## config.mk

```make
export PLATFORM = sky130hd
export DESIGN_NAME = atp_timer
export DESIGN_NICKNAME = d
export VERILOG_FILES = /design/src/logic/atp_pkg.sv /design/src/logic/atp_timer.sv
export SDC_FILE = /design/constraint.sdc
export NUM_CORES = 1
export LEC_CHECK = 0
export ABC_AREA = 1
export BUFFER_PORTS_ARGS = -buffer_cell sky130_fd_sc_hd__buf_2
export CAP_MARGIN = 15
export CORE_MARGIN = 2
export CORE_UTILIZATION = 45
export DETAILED_ROUTE_END_ITERATION = 10
export GPL_TIMING_DRIVEN = 0
export PLACE_DENSITY_LB_ADDON = 0.1
export SLEW_MARGIN = 20
export SYNTH_ARGS = -nofsm -noshare
export SYNTH_HDL_FRONTEND = slang
export SYNTH_SLANG_ARGS = --single-unit
export TNS_END_PERCENT = 50
```

## constraint.sdc

```tcl
create_clock -name sys_clk -period 3.5 [get_ports sys_clk]
set_clock_uncertainty 0.15 [all_clocks]
set_input_delay 0.7 -clock sys_clk [delete_from_list [all_inputs] [get_ports sys_clk]]
set_output_delay 0.7 -clock sys_clk [all_outputs]
set_load 0.01 [all_outputs]
```

## src/logic/atp_pkg.sv

```systemverilog
// constants, field layouts and types for the async 8-bit timer with pwm
package atp_pkg;

    // register word indices; byte address is four times the index
    localparam logic [7:0] ASYNC_STATUS_IDX = 8'h22;
    localparam logic [7:0] COMPARE_IDX      = 8'h23;
    localparam logic [7:0] COUNT_IDX        = 8'h24;
    localparam logic [7:0] CONTROL_IDX      = 8'h25;
    localparam logic [7:0] FLAGS_IDX        = 8'h38;
    localparam logic [7:0] IRQ_ENABLE_IDX   = 8'h39;

    // async status bit positions
    localparam int ASYNC_SEL_BIT   = 3;
    localparam int COUNT_BUSY_BIT  = 2;
    localparam int COMPARE_BUSY_BIT = 1;
    localparam int CONTROL_BUSY_BIT = 0;

    // flag and enable bit positions
    localparam int OVF_BIT = 0;
    localparam int CMP_BIT = 1;
    localparam int GIE_BIT = 7;

    // reset values, counter limits and register bit masks
    localparam logic [7:0] BYTE_RESET  = 8'h00;
    localparam logic [7:0] COUNT_TOP   = 8'hFF;
    localparam logic [7:0] COUNT_BOT   = 8'h00;
    localparam logic [7:0] FLAG_MASK   = 8'h03;
    localparam logic [7:0] ENABLE_MASK = 8'h83;
    localparam logic [7:0] STATUS_RW   = 8'h08;

    // clock select codes
    localparam logic [2:0] CS_STOP   = 3'h0;
    localparam logic [2:0] CS_DIRECT = 3'h1;

    // crystal edges before a holding register reaches its destination
    localparam logic [1:0] XFER_EDGES = 2'h2;
    // ticks in one up/down pwm period
    localparam int PWM_PERIOD = 510;

    // control register layout, msb first
    typedef struct packed {
        logic       rsv;
        logic       pwm;
        logic [1:0] com;
        logic       ctc;
        logic [2:0] cs;
    } atp_ctrl_t;

    typedef enum logic {ATP_UP, ATP_DOWN} atp_dir_t;

    // prescaler mask per clock select: tick when masked bits are all ones
    function automatic logic [9:0] atp_div_mask(input logic [2:0] cs);
        case (cs)
            3'h2:    atp_div_mask = 10'h007;
            3'h3:    atp_div_mask = 10'h01F;
            3'h4:    atp_div_mask = 10'h03F;
            3'h5:    atp_div_mask = 10'h07F;
            3'h6:    atp_div_mask = 10'h0FF;
            3'h7:    atp_div_mask = 10'h3FF;
            default: atp_div_mask = 10'h000;
        endcase
    endfunction

endpackage

```

## src/logic/atp_timer.sv

```systemverilog
// 8-bit timer/counter with prescaler, compare output, phase-correct pwm and async crystal clock
`timescale 1ns/1ps

// Overview of operation
// - clock select picks stop, undivided, or divide by 8,32,64,128,256,1024
// - after a counter write, counting resumes from that value next timer tick
// - 8-bit read/write counter, up normally, up/down in pwm mode
// - compare match only by counting; a write making equality gives no match
// - compare flag sets in the cpu cycle after the compare event
// - pwm counts 0 up to 255 and back down to 0, continuously
// - pwm modes: 0x disconnected, 10 non-inverted, 11 inverted output
// - pwm compare writes latch into effective compare only at counter top
// - compare reads return the most recently written value
// - effective compare at 0 or 255 forces the pwm output at once
// - pwm overflow flag sets when the counter leaves zero
// - interrupts requested when flag, own enable and global enable all set
// - pwm period is 510 timer ticks
// - async select bit clocks timer from crystal pin and claims crystal pins
// - async writes set per-register busy flags, cleared when destination loads
// - async holding register reaches destination after two crystal rising edges
// - counter reads are live; compare and control reads return holding values
// - status bits 7..4 read zero, busy bits read-only, select bit read/write
// - compare pin driven only when the port direction bit selects output
module atp_timer
    import atp_pkg::*;
(
    // clock and reset
    input  wire logic        sys_clk,
    input  wire logic        rst,
    // avalon-mm register slave, word addressed
    input  wire logic [7:0]  avs_address,
    input  wire logic        avs_read,
    input  wire logic        avs_write,
    input  wire logic [31:0] avs_writedata,
    input  wire logic [3:0]  avs_byteenable,
    output logic      [31:0] avs_readdata,
    output logic             avs_waitrequest,
    // pins
    input  wire logic        crystal_clock_pin,
    input  wire logic        port_dir_out,
    output logic             compare_output_pin_o,
    output logic             compare_output_pin_oe_n,
    output logic             crystal_pins_claimed,
    // interrupt requests
    output logic             overflow_irq,
    output logic             compare_irq
);

    // bus state
    logic        waitreq_reg;
    logic [7:0]  rdata_reg;
    // crystal synchroniser
    logic        xtal_meta_reg;
    logic        xtal_sync_reg;
    logic        xtal_prev_reg;
    logic        xtal_rise;
    // software-visible registers with their transfer counts and effective copies
    logic        async_sel_reg;
    logic [2:0]  busy_reg;
    logic [1:0]  xfer_cnt_reg [3];
    atp_ctrl_t   ctrl_hold_reg;
    atp_ctrl_t   ctrl_eff_reg;
    logic [7:0]  count_hold_reg;
    logic [7:0]  cmp_hold_reg;
    logic [7:0]  cmp_dest_reg;
    logic [7:0]  cmp_eff_reg;
    logic [7:0]  flags_reg;
    logic [7:0]  irq_en_reg;
    // counting
    logic [9:0]  presc_reg;
    logic [7:0]  count_reg;
    logic [7:0]  count_next;
    atp_dir_t    dir_reg;
    logic        cmp_evt_reg;
    logic        ovf_evt_reg;
    logic        oc_level_reg;
    logic        oc_oe_n_reg;
    logic        ovf_irq_reg;
    logic        cmp_irq_reg;
    // decoded strobes
    logic        acc_fire;
    logic        wr_fire;
    logic        wr_count;
    logic        wr_compare;
    logic        wr_control;
    logic [2:0]  wr_vec;
    logic [7:0]  wdata;
    logic [2:0]  xfer_done;
    logic        count_load;
    logic        cmp_load;
    logic        ctrl_load;
    logic        tick_base;
    logic        tick;
    logic        match_now;
    logic        up_step;
    logic [9:0]  div_mask;

    // request taken on the cycle after it appears, one wait state
    assign acc_fire   = (avs_read | avs_write) & ~waitreq_reg;
    assign wr_fire    = avs_write & ~waitreq_reg & avs_byteenable[0];
    assign wdata      = avs_writedata[7:0];
    assign wr_count   = wr_fire & (avs_address == COUNT_IDX);
    assign wr_compare = wr_fire & (avs_address == COMPARE_IDX);
    assign wr_control = wr_fire & (avs_address == CONTROL_IDX);
    assign wr_vec     = {wr_count, wr_compare, wr_control};

    // wait state generator
    always_ff @(posedge sys_clk) begin
        if (rst) begin
            waitreq_reg <= 1'b1;
        end else if ((avs_read | avs_write) & waitreq_reg) begin
            waitreq_reg <= 1'b0;
        end else begin
            waitreq_reg <= 1'b1;
        end
    end

    // read data captured one edge before it is sampled; counter is live
    always_ff @(posedge sys_clk) begin
        if (rst) begin
            rdata_reg <= BYTE_RESET;
        end else if (avs_read & waitreq_reg) begin
            case (avs_address)
                ASYNC_STATUS_IDX: rdata_reg <= {4'h0, async_sel_reg, busy_reg};
                COUNT_IDX:        rdata_reg <= count_reg;
                COMPARE_IDX:      rdata_reg <= cmp_hold_reg;
                CONTROL_IDX:      rdata_reg <= ctrl_hold_reg;
                FLAGS_IDX:        rdata_reg <= flags_reg;
                IRQ_ENABLE_IDX:   rdata_reg <= irq_en_reg;
                default:          rdata_reg <= BYTE_RESET;
            endcase
        end
    end

    assign avs_readdata    = {24'h000000, rdata_reg};
    assign avs_waitrequest = waitreq_reg;

    // two-flop synchroniser plus edge history for the crystal pin
    always_ff @(posedge sys_clk) begin
        if (rst) begin
            xtal_meta_reg <= 1'b0;
            xtal_sync_reg <= 1'b0;
            xtal_prev_reg <= 1'b0;
        end else begin
            xtal_meta_reg <= crystal_clock_pin;
            xtal_sync_reg <= xtal_meta_reg;
            xtal_prev_reg <= xtal_sync_reg;
        end
    end

    // only the second stage feeds logic; works while crystal is below sys_clk/4
    assign xtal_rise = xtal_sync_reg & ~xtal_prev_reg;

    // async select bit; busy bits are not writable
    always_ff @(posedge sys_clk) begin
        if (rst) begin
            async_sel_reg <= 1'b0;
        end else if (wr_fire & (avs_address == ASYNC_STATUS_IDX)) begin
            async_sel_reg <= wdata[ASYNC_SEL_BIT];
        end
    end

    // holding registers always take the write, so compare and control readback shows the latest value
    always_ff @(posedge sys_clk) begin
        if (rst) begin
            count_hold_reg <= BYTE_RESET;
            cmp_hold_reg   <= BYTE_RESET;
            ctrl_hold_reg  <= BYTE_RESET;
        end else begin
            if (wr_count) begin
                count_hold_reg <= wdata;
            end
            if (wr_compare) begin
                cmp_hold_reg <= wdata;
            end
            if (wr_control) begin
                ctrl_hold_reg <= {1'b0, wdata[6:0]};
            end
        end
    end

    // per-register busy flag and crystal edge count; a rewrite while busy restarts it
    always_ff @(posedge sys_clk) begin
        if (rst) begin
            busy_reg <= 3'h0;
            for (int k = 0; k < 3; k++) begin
                xfer_cnt_reg[k] <= 2'h0;
            end
        end else begin
            for (int k = 0; k < 3; k++) begin
                if (wr_vec[k] & async_sel_reg) begin
                    busy_reg[k]     <= 1'b1;
                    xfer_cnt_reg[k] <= 2'h0;
                end else if (xfer_done[k]) begin
                    busy_reg[k]     <= 1'b0;
                    xfer_cnt_reg[k] <= 2'h0;
                end else if (busy_reg[k] & xtal_rise) begin
                    xfer_cnt_reg[k] <= xfer_cnt_reg[k] + 2'h1;
                end
            end
        end
    end

    // transfer completes on the second crystal rising edge
    always_comb begin
        for (int k = 0; k < 3; k++) begin
            xfer_done[k] = busy_reg[k] & xtal_rise & (xfer_cnt_reg[k] == XFER_EDGES - 2'h1);
        end
    end

    // destination loads: direct in sync mode, after transfer in async mode
    assign count_load = async_sel_reg ? xfer_done[COUNT_BUSY_BIT] : wr_count;
    assign cmp_load   = async_sel_reg ? xfer_done[COMPARE_BUSY_BIT] : wr_compare;
    assign ctrl_load  = async_sel_reg ? xfer_done[CONTROL_BUSY_BIT] : wr_control;

    // effective control and compare destination
    always_ff @(posedge sys_clk) begin
        if (rst) begin
            ctrl_eff_reg <= BYTE_RESET;
            cmp_dest_reg <= BYTE_RESET;
        end else begin
            if (ctrl_load) begin
                ctrl_eff_reg <= async_sel_reg ? ctrl_hold_reg : {1'b0, wdata[6:0]};
            end
            if (cmp_load) begin
                cmp_dest_reg <= async_sel_reg ? cmp_hold_reg : wdata;
            end
        end
    end

    // in pwm the compare used by the counter changes only at top, avoiding glitches
    always_ff @(posedge sys_clk) begin
        if (rst) begin
            cmp_eff_reg <= BYTE_RESET;
        end else if (!ctrl_eff_reg.pwm || count_reg == COUNT_TOP) begin
            cmp_eff_reg <= cmp_dest_reg;
        end
    end

    // prescaler input: crystal edges in async mode, every cycle otherwise
    assign tick_base = async_sel_reg ? xtal_rise : 1'b1;
    assign div_mask  = atp_div_mask(ctrl_eff_reg.cs);
    assign tick      = tick_base & (ctrl_eff_reg.cs != CS_STOP)
                       & ((presc_reg & div_mask) == div_mask);

    // free-running prescaler shared by every divide ratio
    always_ff @(posedge sys_clk) begin
        if (rst) begin
            presc_reg <= 10'h000;
        end else if (tick_base) begin
            presc_reg <= presc_reg + 10'h001;
        end
    end

    // next count: plain up count, or up/down turning at the ends in pwm
    always_comb begin
        if (!ctrl_eff_reg.pwm) begin
            count_next = count_reg + 8'h01;
        end else if (dir_reg == ATP_UP) begin
            count_next = (count_reg == COUNT_TOP) ? COUNT_TOP - 8'h01 : count_reg + 8'h01;
        end else begin
            count_next = (count_reg == COUNT_BOT) ? COUNT_BOT + 8'h01 : count_reg - 8'h01;
        end
    end

    assign up_step   = count_next > count_reg;
    // a write never compares; only a counting step can match
    assign match_now = tick & ~count_load & (count_next == cmp_eff_reg);

    // counter register
    always_ff @(posedge sys_clk) begin
        if (rst) begin
            count_reg <= BYTE_RESET;
        end else if (count_load) begin
            count_reg <= async_sel_reg ? count_hold_reg : wdata;
        end else if (tick) begin
            count_reg <= count_next;
        end
    end

    // count direction for the phase-correct sweep
    always_ff @(posedge sys_clk) begin
        if (rst) begin
            dir_reg <= ATP_UP;
        end else if (!ctrl_eff_reg.pwm) begin
            dir_reg <= ATP_UP;
        end else if (tick & ~count_load) begin
            if (dir_reg == ATP_UP && count_reg == COUNT_TOP) begin
                dir_reg <= ATP_DOWN;
            end else if (dir_reg == ATP_DOWN && count_reg == COUNT_BOT) begin
                dir_reg <= ATP_UP;
            end
        end
    end

    // events registered here; flags follow one cycle later
    always_ff @(posedge sys_clk) begin
        if (rst) begin
            cmp_evt_reg <= 1'b0;
            ovf_evt_reg <= 1'b0;
        end else begin
            cmp_evt_reg <= match_now;
            ovf_evt_reg <= tick & ~count_load & (ctrl_eff_reg.pwm ? count_reg == COUNT_BOT
                                                                  : count_reg == COUNT_TOP);
        end
    end

    // sticky flags, write one to clear; a same-cycle event wins over the clear
    always_ff @(posedge sys_clk) begin
        if (rst) begin
            flags_reg <= BYTE_RESET;
        end else begin
            if (wr_fire & (avs_address == FLAGS_IDX)) begin
                flags_reg <= flags_reg & ~(wdata & FLAG_MASK);
            end
            if (cmp_evt_reg) begin
                flags_reg[CMP_BIT] <= 1'b1;
            end
            if (ovf_evt_reg) begin
                flags_reg[OVF_BIT] <= 1'b1;
            end
        end
    end

    // individual and global enables
    always_ff @(posedge sys_clk) begin
        if (rst) begin
            irq_en_reg <= BYTE_RESET;
        end else if (wr_fire & (avs_address == IRQ_ENABLE_IDX)) begin
            irq_en_reg <= wdata & ENABLE_MASK;
        end
    end

    // interrupt requests gated by both enables
    always_ff @(posedge sys_clk) begin
        if (rst) begin
            ovf_irq_reg <= 1'b0;
            cmp_irq_reg <= 1'b0;
        end else begin
            ovf_irq_reg <= flags_reg[OVF_BIT] & irq_en_reg[OVF_BIT] & irq_en_reg[GIE_BIT];
            cmp_irq_reg <= flags_reg[CMP_BIT] & irq_en_reg[CMP_BIT] & irq_en_reg[GIE_BIT];
        end
    end

    // compare output level; extremes in pwm force the level without a match
    always_ff @(posedge sys_clk) begin
        if (rst) begin
            oc_level_reg <= 1'b0;
        end else if (ctrl_eff_reg.pwm) begin
            if (ctrl_eff_reg.com[1]) begin
                if (cmp_eff_reg == COUNT_BOT) begin
                    oc_level_reg <= ctrl_eff_reg.com[0];
                end else if (cmp_eff_reg == COUNT_TOP) begin
                    oc_level_reg <= ~ctrl_eff_reg.com[0];
                end else if (match_now) begin
                    oc_level_reg <= up_step ? ctrl_eff_reg.com[0] : ~ctrl_eff_reg.com[0];
                end
            end
        end else if (match_now) begin
            case (ctrl_eff_reg.com)
                2'h1:    oc_level_reg <= ~oc_level_reg;
                2'h2:    oc_level_reg <= 1'b0;
                2'h3:    oc_level_reg <= 1'b1;
                default: oc_level_reg <= oc_level_reg;
            endcase
        end
    end

    // pin driven only when connected and the port direction is output
    always_ff @(posedge sys_clk) begin
        if (rst) begin
            oc_oe_n_reg <= 1'b1;
        end else begin
            oc_oe_n_reg <= ~(port_dir_out & (ctrl_eff_reg.pwm ? ctrl_eff_reg.com[1]
                                                              : ctrl_eff_reg.com != 2'h0));
        end
    end

    assign compare_output_pin_o    = oc_level_reg;
    assign compare_output_pin_oe_n = oc_oe_n_reg;
    assign crystal_pins_claimed    = async_sel_reg;
    assign overflow_irq            = ovf_irq_reg;
    assign compare_irq             = cmp_irq_reg;
endmodule // atp_timer

```

==> summary.md, run 1 <==
| Metric | Value |
|---|---|
| Via count | around 5200 |
| Root buffer cell | clkbuf_16 |
| Slew of the pin with the lowest slew margin | roughly 0.7 ns |
| Vias in the first global route | approximately 4900 |
| Hold path depth | 2 |
| Adder-cell share of the synthesized area | 4.00% |
| Die Y | approximately 110 µm |
| Number of max-cap violations | 0 |
| Register-to-Register Path Depth | 21 |
| WL/cell | 16.0 µm |
| Critical path class | reg -> reg |
| Clock latency on the worst-skew pair | around 0.36 ns |
| CP required | 3.60 ns |
| Diodes inserted | 0 |
| Worst Path Max Fanout | 5 |
| PD cells | 381 nW/µm² |
| Worst Setup Slack, final | a little over 0.4 ns |
| Die width | around 110 µm |
| H-Tree Depth | 3 |
| Hold wc startpoint | xtal_meta_reg |
| Simple-gate share of the synthesized area | about 25% |
| GRT Total Usage | between 20% and 30% |
| Ys async rst share | 0% |
| Initial Util | 46.4% |
| Proportion of synthesized area in mux cells | 0% |
| Pre-CTS WS | 0.366 ns |
| Final GP Congestion | 0.927 |
| Slew headroom | between 50% and 60% |
| First-pass DRT Iterations | 5 |
| Most common cell in the netlist | nand2_1 |
| Routed vias/inst | between 5 and 6 |
| WHS Endpoint | xtal_sync_reg |
| Synth cell types | 39 |
| I/O pin total | between 80 and 90 |
| Tmin final | 3.09 ns |
| Avg Inst Size Synth | approximately 7.0 µm² |
| Post-synth top area cell | dfxtp_1 |
| Pin count of the biggest net entering global routing | 17 |
| CTS Sinks | between 90 and 100 |
| Core area | 11500 µm² |
| Crit-path slowest cell | dfxtp_1 |
| CTS tree | yes |
| DRC | 0 |
| Compound-cell area share of the yosys netlist | about a fifth |
| Initial antenna violation count | 0 |
| Pins Over Slew Limit | 0 |
| Syn Inst Count | 766 |
| Final hold vios | 0 |
| Mapped cell area | 5320 µm² |
| Fill count | 1168 |
| TNS Setup | 0 ns |
| Crit-path leading delay family | simple AND/OR/NAND/NOR gates |
| Area Growth Syn to Fin | 14.9% |
| Worst Path Arrival | approximately 3.2 ns |
| Max stage delay on crit path | just under 0.5 ns |
| Commonest cells in the netlist | nand2_1 (151), inv_1 (107), dfxtp_1 (91) |
| XOR/XNOR Fraction of Synth Area | less than 1% |
| Buffers on Ports | 36 |
| Top area cells in the synthesized netlist | dfxtp_1 (34%), nand2_1 (11%), o21ai_0 (7.8%) |
| Flop2flop setup slack | about 0.4 ns |
| Most used cell, CP | nand2_1 |
| FP Rows | 39 |
| Max Fclk | 323 MHz |
| Max Root-Sink Buffers | 2 |
| Critical Path End Type | register |
| Reg2Reg Capture Point | compare_output_pin_o |
| Main combinational cell family by area after synthesis | simple AND/OR/NAND/NOR gates |
| Final Routed Wirelength | roughly 16 mm |
| Sequential cell area fraction in the yosys report | between 30% and 40% |
| Final Cell Area | a little over 6000 µm² |
| Area after DPL | just under 6000 µm² |
| Drt initial violations | about 300 |
| Startpoint types | register |
| RSZ-0062 raised after global routing | no |
| Post-synth top flop | dfxtp_1 |
| Worst-path cell chain | clkinvlp_4 > buf_4 > nor2_2 > xor2_1 > nand2_1 > nand2_1 > inv_2 > ha_1 > nand2_1 > inv_1 > o21ai_0 > nand2_1 > nand2_1 > o211ai_1 > nand3_1 > a21oi_1 > nor2_1 > nor2_1 > nand3_1 > nand2_1 > nor2_1 |
| Max VDD drop | roughly 0.27 mV |
| FF-to-FF Start | count_reg[0] |
| Warnings, synthesis | 0 |
| HPWL Detailed | between 10 and 15 mm |
| Number of synthesized flops with an enable pin | 6 |
| Congestion Overflow GR | 0 |
| Hold crit path type | reg -> reg |
| Bufs and invs on worst path | 4 |
| Period utilization | 88.3% |
| Max FFs per register | 10 |
| CTS Buf Count | 9 |
| Routed Antenna Nets | 0 |
| #FFs+latches synth | between 90 and 100 |
| Leak pwr | approximately 2.7 nW |
| Cts hold-fix bufs | 0 |
| Wire length of the first global-routing pass | roughly 25 mm |
| Synth top area share | 34.2% |
| Die area | ~13000 µm² |
| Status | finished, final reports clean |
| Final setup viols | 0 |
| Share of cells above drive strength 1 | ~13% |
| Final nets | between 900 and 1000 |
| Reg clk slew, reported paths | about 0.070 ns |
==> stage by stage <==
step	total power, W	util (%)	cells	hold slack (ns)
2_1_floorplan	0.00123	-	789	0.238
3_3_place_gp	0.00128	50.3	968	0.240
3_5_place_dp	0.00128	50.3	968	0.249
4_1_cts	0.00234	53.1	984	0.258
5_1_grt	0.00240	53.3	987	0.270
6_report	0.00233	53.3	987	0.253
==> placed cells by master, fill, tap and decap left out, types with 2 or more instances in the layout <==
| cell | count |
|---|---|
| inv_2 | 4 |
| conb_1 | 24 |
| dfxtp_1 | 91 |
| o211ai_1 | 2 |
| nor2_2 | 2 |
| o221ai_1 | 3 |
| nand3_2 | 2 |
| o31ai_1 | 2 |
| nand2_2 | 6 |
| clkbuf_16 | 9 |
| o21ai_0 | 83 |
| edfxtp_1 | 6 |
| clkbuf_1 | 19 |
| buf_2 | 39 |
| clkinv_4 | 2 |
| nand3_1 | 36 |
| o22ai_1 | 11 |
| nor2_4 | 4 |
| nand2_4 | 3 |
| bufinv_16 | 2 |
| a31oi_1 | 12 |
| a21oi_1 | 58 |
| inv_1 | 106 |
| a211oi_1 | 12 |
| nor4_1 | 7 |
| nand4_1 | 13 |
| ha_1 | 17 |
| nor3_1 | 6 |
| nand2_1 | 151 |
| buf_4 | 28 |
| xor2_1 | 3 |
| nor2_1 | 68 |
| clkinvlp_4 | 3 |
==> routing by layer <==
| layer | share of wire [%] | GRT usage [%] |
|---|---|---|
| met2 | 46 | 40.9 |
| met1 | 45 | 33.0 |
| met5 | 0 | 0 |
| met3 | 5.7 | 5.09 |
| met4 | 3.3 | 11.6 |
==> cells by family (layout without fill, tap and decap cells) <==
logic type,after synthesis,count (layout)
AO/OA/AOI/OAI,186,186
XOR/XNOR,4,4
flip-flops,97,97
buffers and inverters,159,214
AND/OR/NAND/NOR,302,302
adder cells (fa/ha/maj),17,17
other,1,24
==> how the worst max path moves through the flow <==
stage / startpoint / endpoint / slack (ns) / cells after the start
floorplan: count_reg[0] / compare_output_pin_o / 0.92 / 22
global placement: count_reg[0] / compare_output_pin_o / 0.38 / 23
detailed placement: count_reg[0] / compare_output_pin_o / 0.37 / 23
CTS: count_reg[0] / compare_output_pin_o / 0.35 / 23
global route: count_reg[0] / compare_output_pin_o / 0.09 / 21
finish: count_reg[0] / compare_output_pin_o / 0.41 / 21
==> report_power, final <==
group	internal (W)	switching (W)	total [W]
Combinational	0.0000450	0.0000882	0.000133
Sequential	0.00112	0.00000472	0.00113
Clock	0.000629	0.000441	0.00107
==> final cells by class <==
type / count / area, µm² / area share, %
multi-input combinational: 533 / 2700 / 44.2
sequential: 97 / 2000 / 32.7
clock buffer: 10 / 229 / 3.74
buffer: 48 / 289 / 4.72
tap: 143 / 179 / 2.92
clock inverter: 6 / 92.6 / 1.51
inverter: 111 / 420 / 6.87
timing repair buffer: 39 / 203 / 3.31
==> worst register-to-register path: stages (launching register included) <==
cell	delay (ns)
dfxtp_1	0.49
clkinvlp_4	0.20
buf_4	0.18
nor2_2	0.21
xor2_1	0.18
nand2_1	0.07
nand2_1	0.14
inv_2	0.06
ha_1	0.29
nand2_1	0.06
inv_1	0.06
o21ai_0	0.08
nand2_1	0.06
nand2_1	0.05
o211ai_1	0.08
nand3_1	0.14
a21oi_1	0.16
nor2_1	0.06
nor2_1	0.08
nand3_1	0.08
nand2_1	0.06
nor2_1	0.04
==> timing repair <==
action / 4_1_cts / 5_1_grt
buffers inserted: 0 / 3
setup endpoints to repair: 0 / 1
gates resized for setup: 0 / 1
(Power assumes the default switching activity.)
==> inputs of run 2 (changes only) <==
--- a/config.mk
+++ b/config.mk
@@ -5,7 +5,6 @@
 export SDC_FILE = /design/constraint.sdc
 export NUM_CORES = 1
 export LEC_CHECK = 0
-export ABC_AREA = 1
 export BUFFER_PORTS_ARGS = -buffer_cell sky130_fd_sc_hd__buf_2
 export CAP_MARGIN = 15
 export CORE_MARGIN = 2
==> run 2 against run 1 <==
Compared with the run above: die area up 2.7%; first-iteration DRC count up 36%; utilization down 0.23 points; cell count down 11%; area after synthesis up 2.8%; critical endpoint unchanged; largest cell class unchanged; highest routed layer unchanged.
==> summary.md, run 2 <==
| Metric | Value |
|---|---|
| Status | finished, final reports clean |
| Slew headroom | between 40% and 50% |
| Congestion Overflow GR | 0 |
| Vias in the first global route | roughly 4600 |
| Die width | approximately 110 µm |
| Fill count | about 1200 |
| Non-filler cells, final | slightly below 900 |
| Pin count of the biggest net entering global routing | 16 |
| Diodes inserted | 0 |
| FP Rows | 40 |
| Min Hold Slack | ~0.3 ns |
| Critical path class | reg -> reg |
| Hold path depth | 2 |
| Warnings, synthesis | 0 |
| Number of max-cap violations | 0 |
| PD cells | 373 nW/µm² |
| Max FFs per register | 10 |
| Layout Utilization | between 50 and 60% |
| Period utilization | 95.0% |
| Initial Util | roughly 46% |
| CTS Sinks | 97 |
| Startpoint types | register |
| Ys async rst share | 0% |
| HPWL Detailed | approximately 12 mm |
| Sequential cell area fraction in the yosys report | between 30% and 40% |
| I/O pin total | 88 |
| Post-synth top area cell | dfxtp_1 |
| Pins Over Slew Limit | 0 |
| Worst Setup Slack, final | 0.174 ns |
| Synth cell types | ~70 |
| CTS tree | yes |
| Slew of the pin with the lowest slew margin | 0.760 ns |
| Drt initial violations | roughly 420 |
| Buffers on Ports | 34 |
| Area Growth Syn to Fin | 16.0% |
| H-Tree Depth | 3 |
| Routed vias/inst | approximately 5.6 |
| Max Fclk | about 300 MHz |
| Max Root-Sink Buffers | 2 |
| Pre-CTS WS | -0.230 ns |
| Cts hold-fix bufs | 0 |
| Via count | roughly 5000 |
| Die area | 13100 µm² |
| Core area | roughly 12000 µm² |
| Wire length of the first global-routing pass | between 20 and 25 mm |
| GRT Total Usage | around a quarter |
| Clock latency on the worst-skew pair | about 0.35 ns |
| #FFs+latches synth | 97 |
| DRC | 0 |
| Final setup viols | 0 |
| Initial antenna violation count | 0 |
| # placed instances | ~860 |
| Commonest cells in the netlist | dfxtp_1 (91), nor2_1 (91), nand2_1 (67) |
| Worst Path Max Fanout | 8 |
| WL/cell | approximately 17 µm |
| First-pass DRT Iterations | 5 |
| Post-synth top flop | dfxtp_1 |
| CTS Buf Count | 9 |
| CP required | 3.63 ns |
| Mapped cell area | ~5500 µm² |
| Hold crit path type | reg -> reg |
| Avg Inst Size Synth | around 8.4 µm² |
| Die Y | roughly 110 µm |
| Leak pwr | approximately 2.6 nW |
| Synth top area share | ~33% |
| Tmin final | ~3.3 ns |
| Reg clk slew, reported paths | approximately 0.070 ns |
| Final Routed Wirelength | ~15 mm |
| Share of cells above drive strength 1 | 18.4% |
| Final hold vios | 0 |
| Critical Path End Type | register |
| Final GP Congestion | around 0.86 |
| Routed Antenna Nets | 0 |
| Syn Inst Count | approximately 660 |
| Root buffer cell | clkbuf_16 |
| Max VDD drop | about 0.23 mV |
| Register-to-Register Path Depth | 15 |
| Commonest non-fill, non-tap cell in the layout | nor2_1 |
| Final nets | just under 800 |
| Worst Path Arrival | ~3.5 ns |
| Top area cells in the synthesized netlist | dfxtp_1 (33%), mux2i_1 (6.6%), nor2_1 (6.2%) |
| Number of synthesized flops with an enable pin | 6 |
| Commonest non-fill, non-tap cells in the layout | nor2_1 (91), dfxtp_1 (89), nand2_1 (67) |
==> run 2: repair_timing <==
| action | in CTS | in global routing |
|---|---|---|
| pin swaps | 1 | 1 |
| setup buffers | 1 | 1 |
| gates resized for setup | 7 | 8 |
| endpoints found under the hold margin | 0 | 0 |
| setup endpoints to repair | 1 | 1 |
==> run 2: report_power, final <==
group / switching (W) / internal [W]
Sequential: 0.00000578 / 0.00112
Combinational: 0.0000864 / 0.0000495
Clock: 0.000423 / 0.000685
==> run 2: cells by family after synthesis <==
logic type / after synthesis / share of synthesized area, %
AOI/OAI and AO/OA: 149 / 18.3
xor gates and xnor gates: 17 / 2.72
adders and majority gates: 17 / 3.88
buffers and inverters: 82 / 8.11
DFF: 97 / 36.6
muxes: 43 / 8.02
other: 1 / 0.0685
and+or+nand+nor: 249 / 22.4
==> run 2: worst paths after layout <==
path / startpoint / to / slack (ns)
max: count_reg[0] / compare_output_pin_o / 0.17
min: cmp_evt_reg / flags_reg[1] / 0.30
max reg2reg: count_reg[0] / compare_output_pin_o / 0.17
min reg2reg: cmp_evt_reg / flags_reg[1] / 0.30
==> run 2: layer usage <==
metal,part of all wire (%),vias up,global-route usage (%)
met3,5.5,33,3.86
li1,-,2424,-
met1,45,2270,31.8
met4,2.5,0,8.70
met2,47,149,40.4
met5,0,-,0
==> run 2: layout make-up <==
| type | instances | area, µm² | share of cell area, % |
|---|---|---|---|
| multi-input combinational | 499 | 3190 | 50.2 |
| buffer | 61 | 372 | 5.85 |
| timing repair buffer | 36 | 185 | 2.91 |
| clock inverter | 4 | 73.8 | 1.16 |
| sequential | 97 | 2000 | 31.5 |
| clock buffer | 12 | 267 | 4.19 |
| tap | 147 | 184 | 2.89 |
| inverter | 21 | 78.8 | 1.24 |
==> run 2: metrics by stage <==
stage	TNS, ns	total power (W)	instance area (µm²)
after floorplan	0	0.00124	5560
after global placement	-0.167	0.00128	5920
after detailed placement	-0.230	0.00129	5920
after CTS	0	0.00239	6310
after global routing	-0.00569	0.00245	6350
final	0	0.00237	6350
==> run 2: critical path, stage by stage, from the launching register on <==
cell	delay, ns
dfxtp_2	0.37
clkbuf_4	0.21
inv_1	0.07
ha_1	0.27
nor3b_2	0.19
xnor2_1	0.16
a221oi_4	0.37
ha_1	0.19
nand3_1	0.09
nor3_1	0.19
a21oi_1	0.11
a21o_1	0.20
a31oi_2	0.18
xnor2_1	0.09
a211o_1	0.29
mux2i_1	0.12
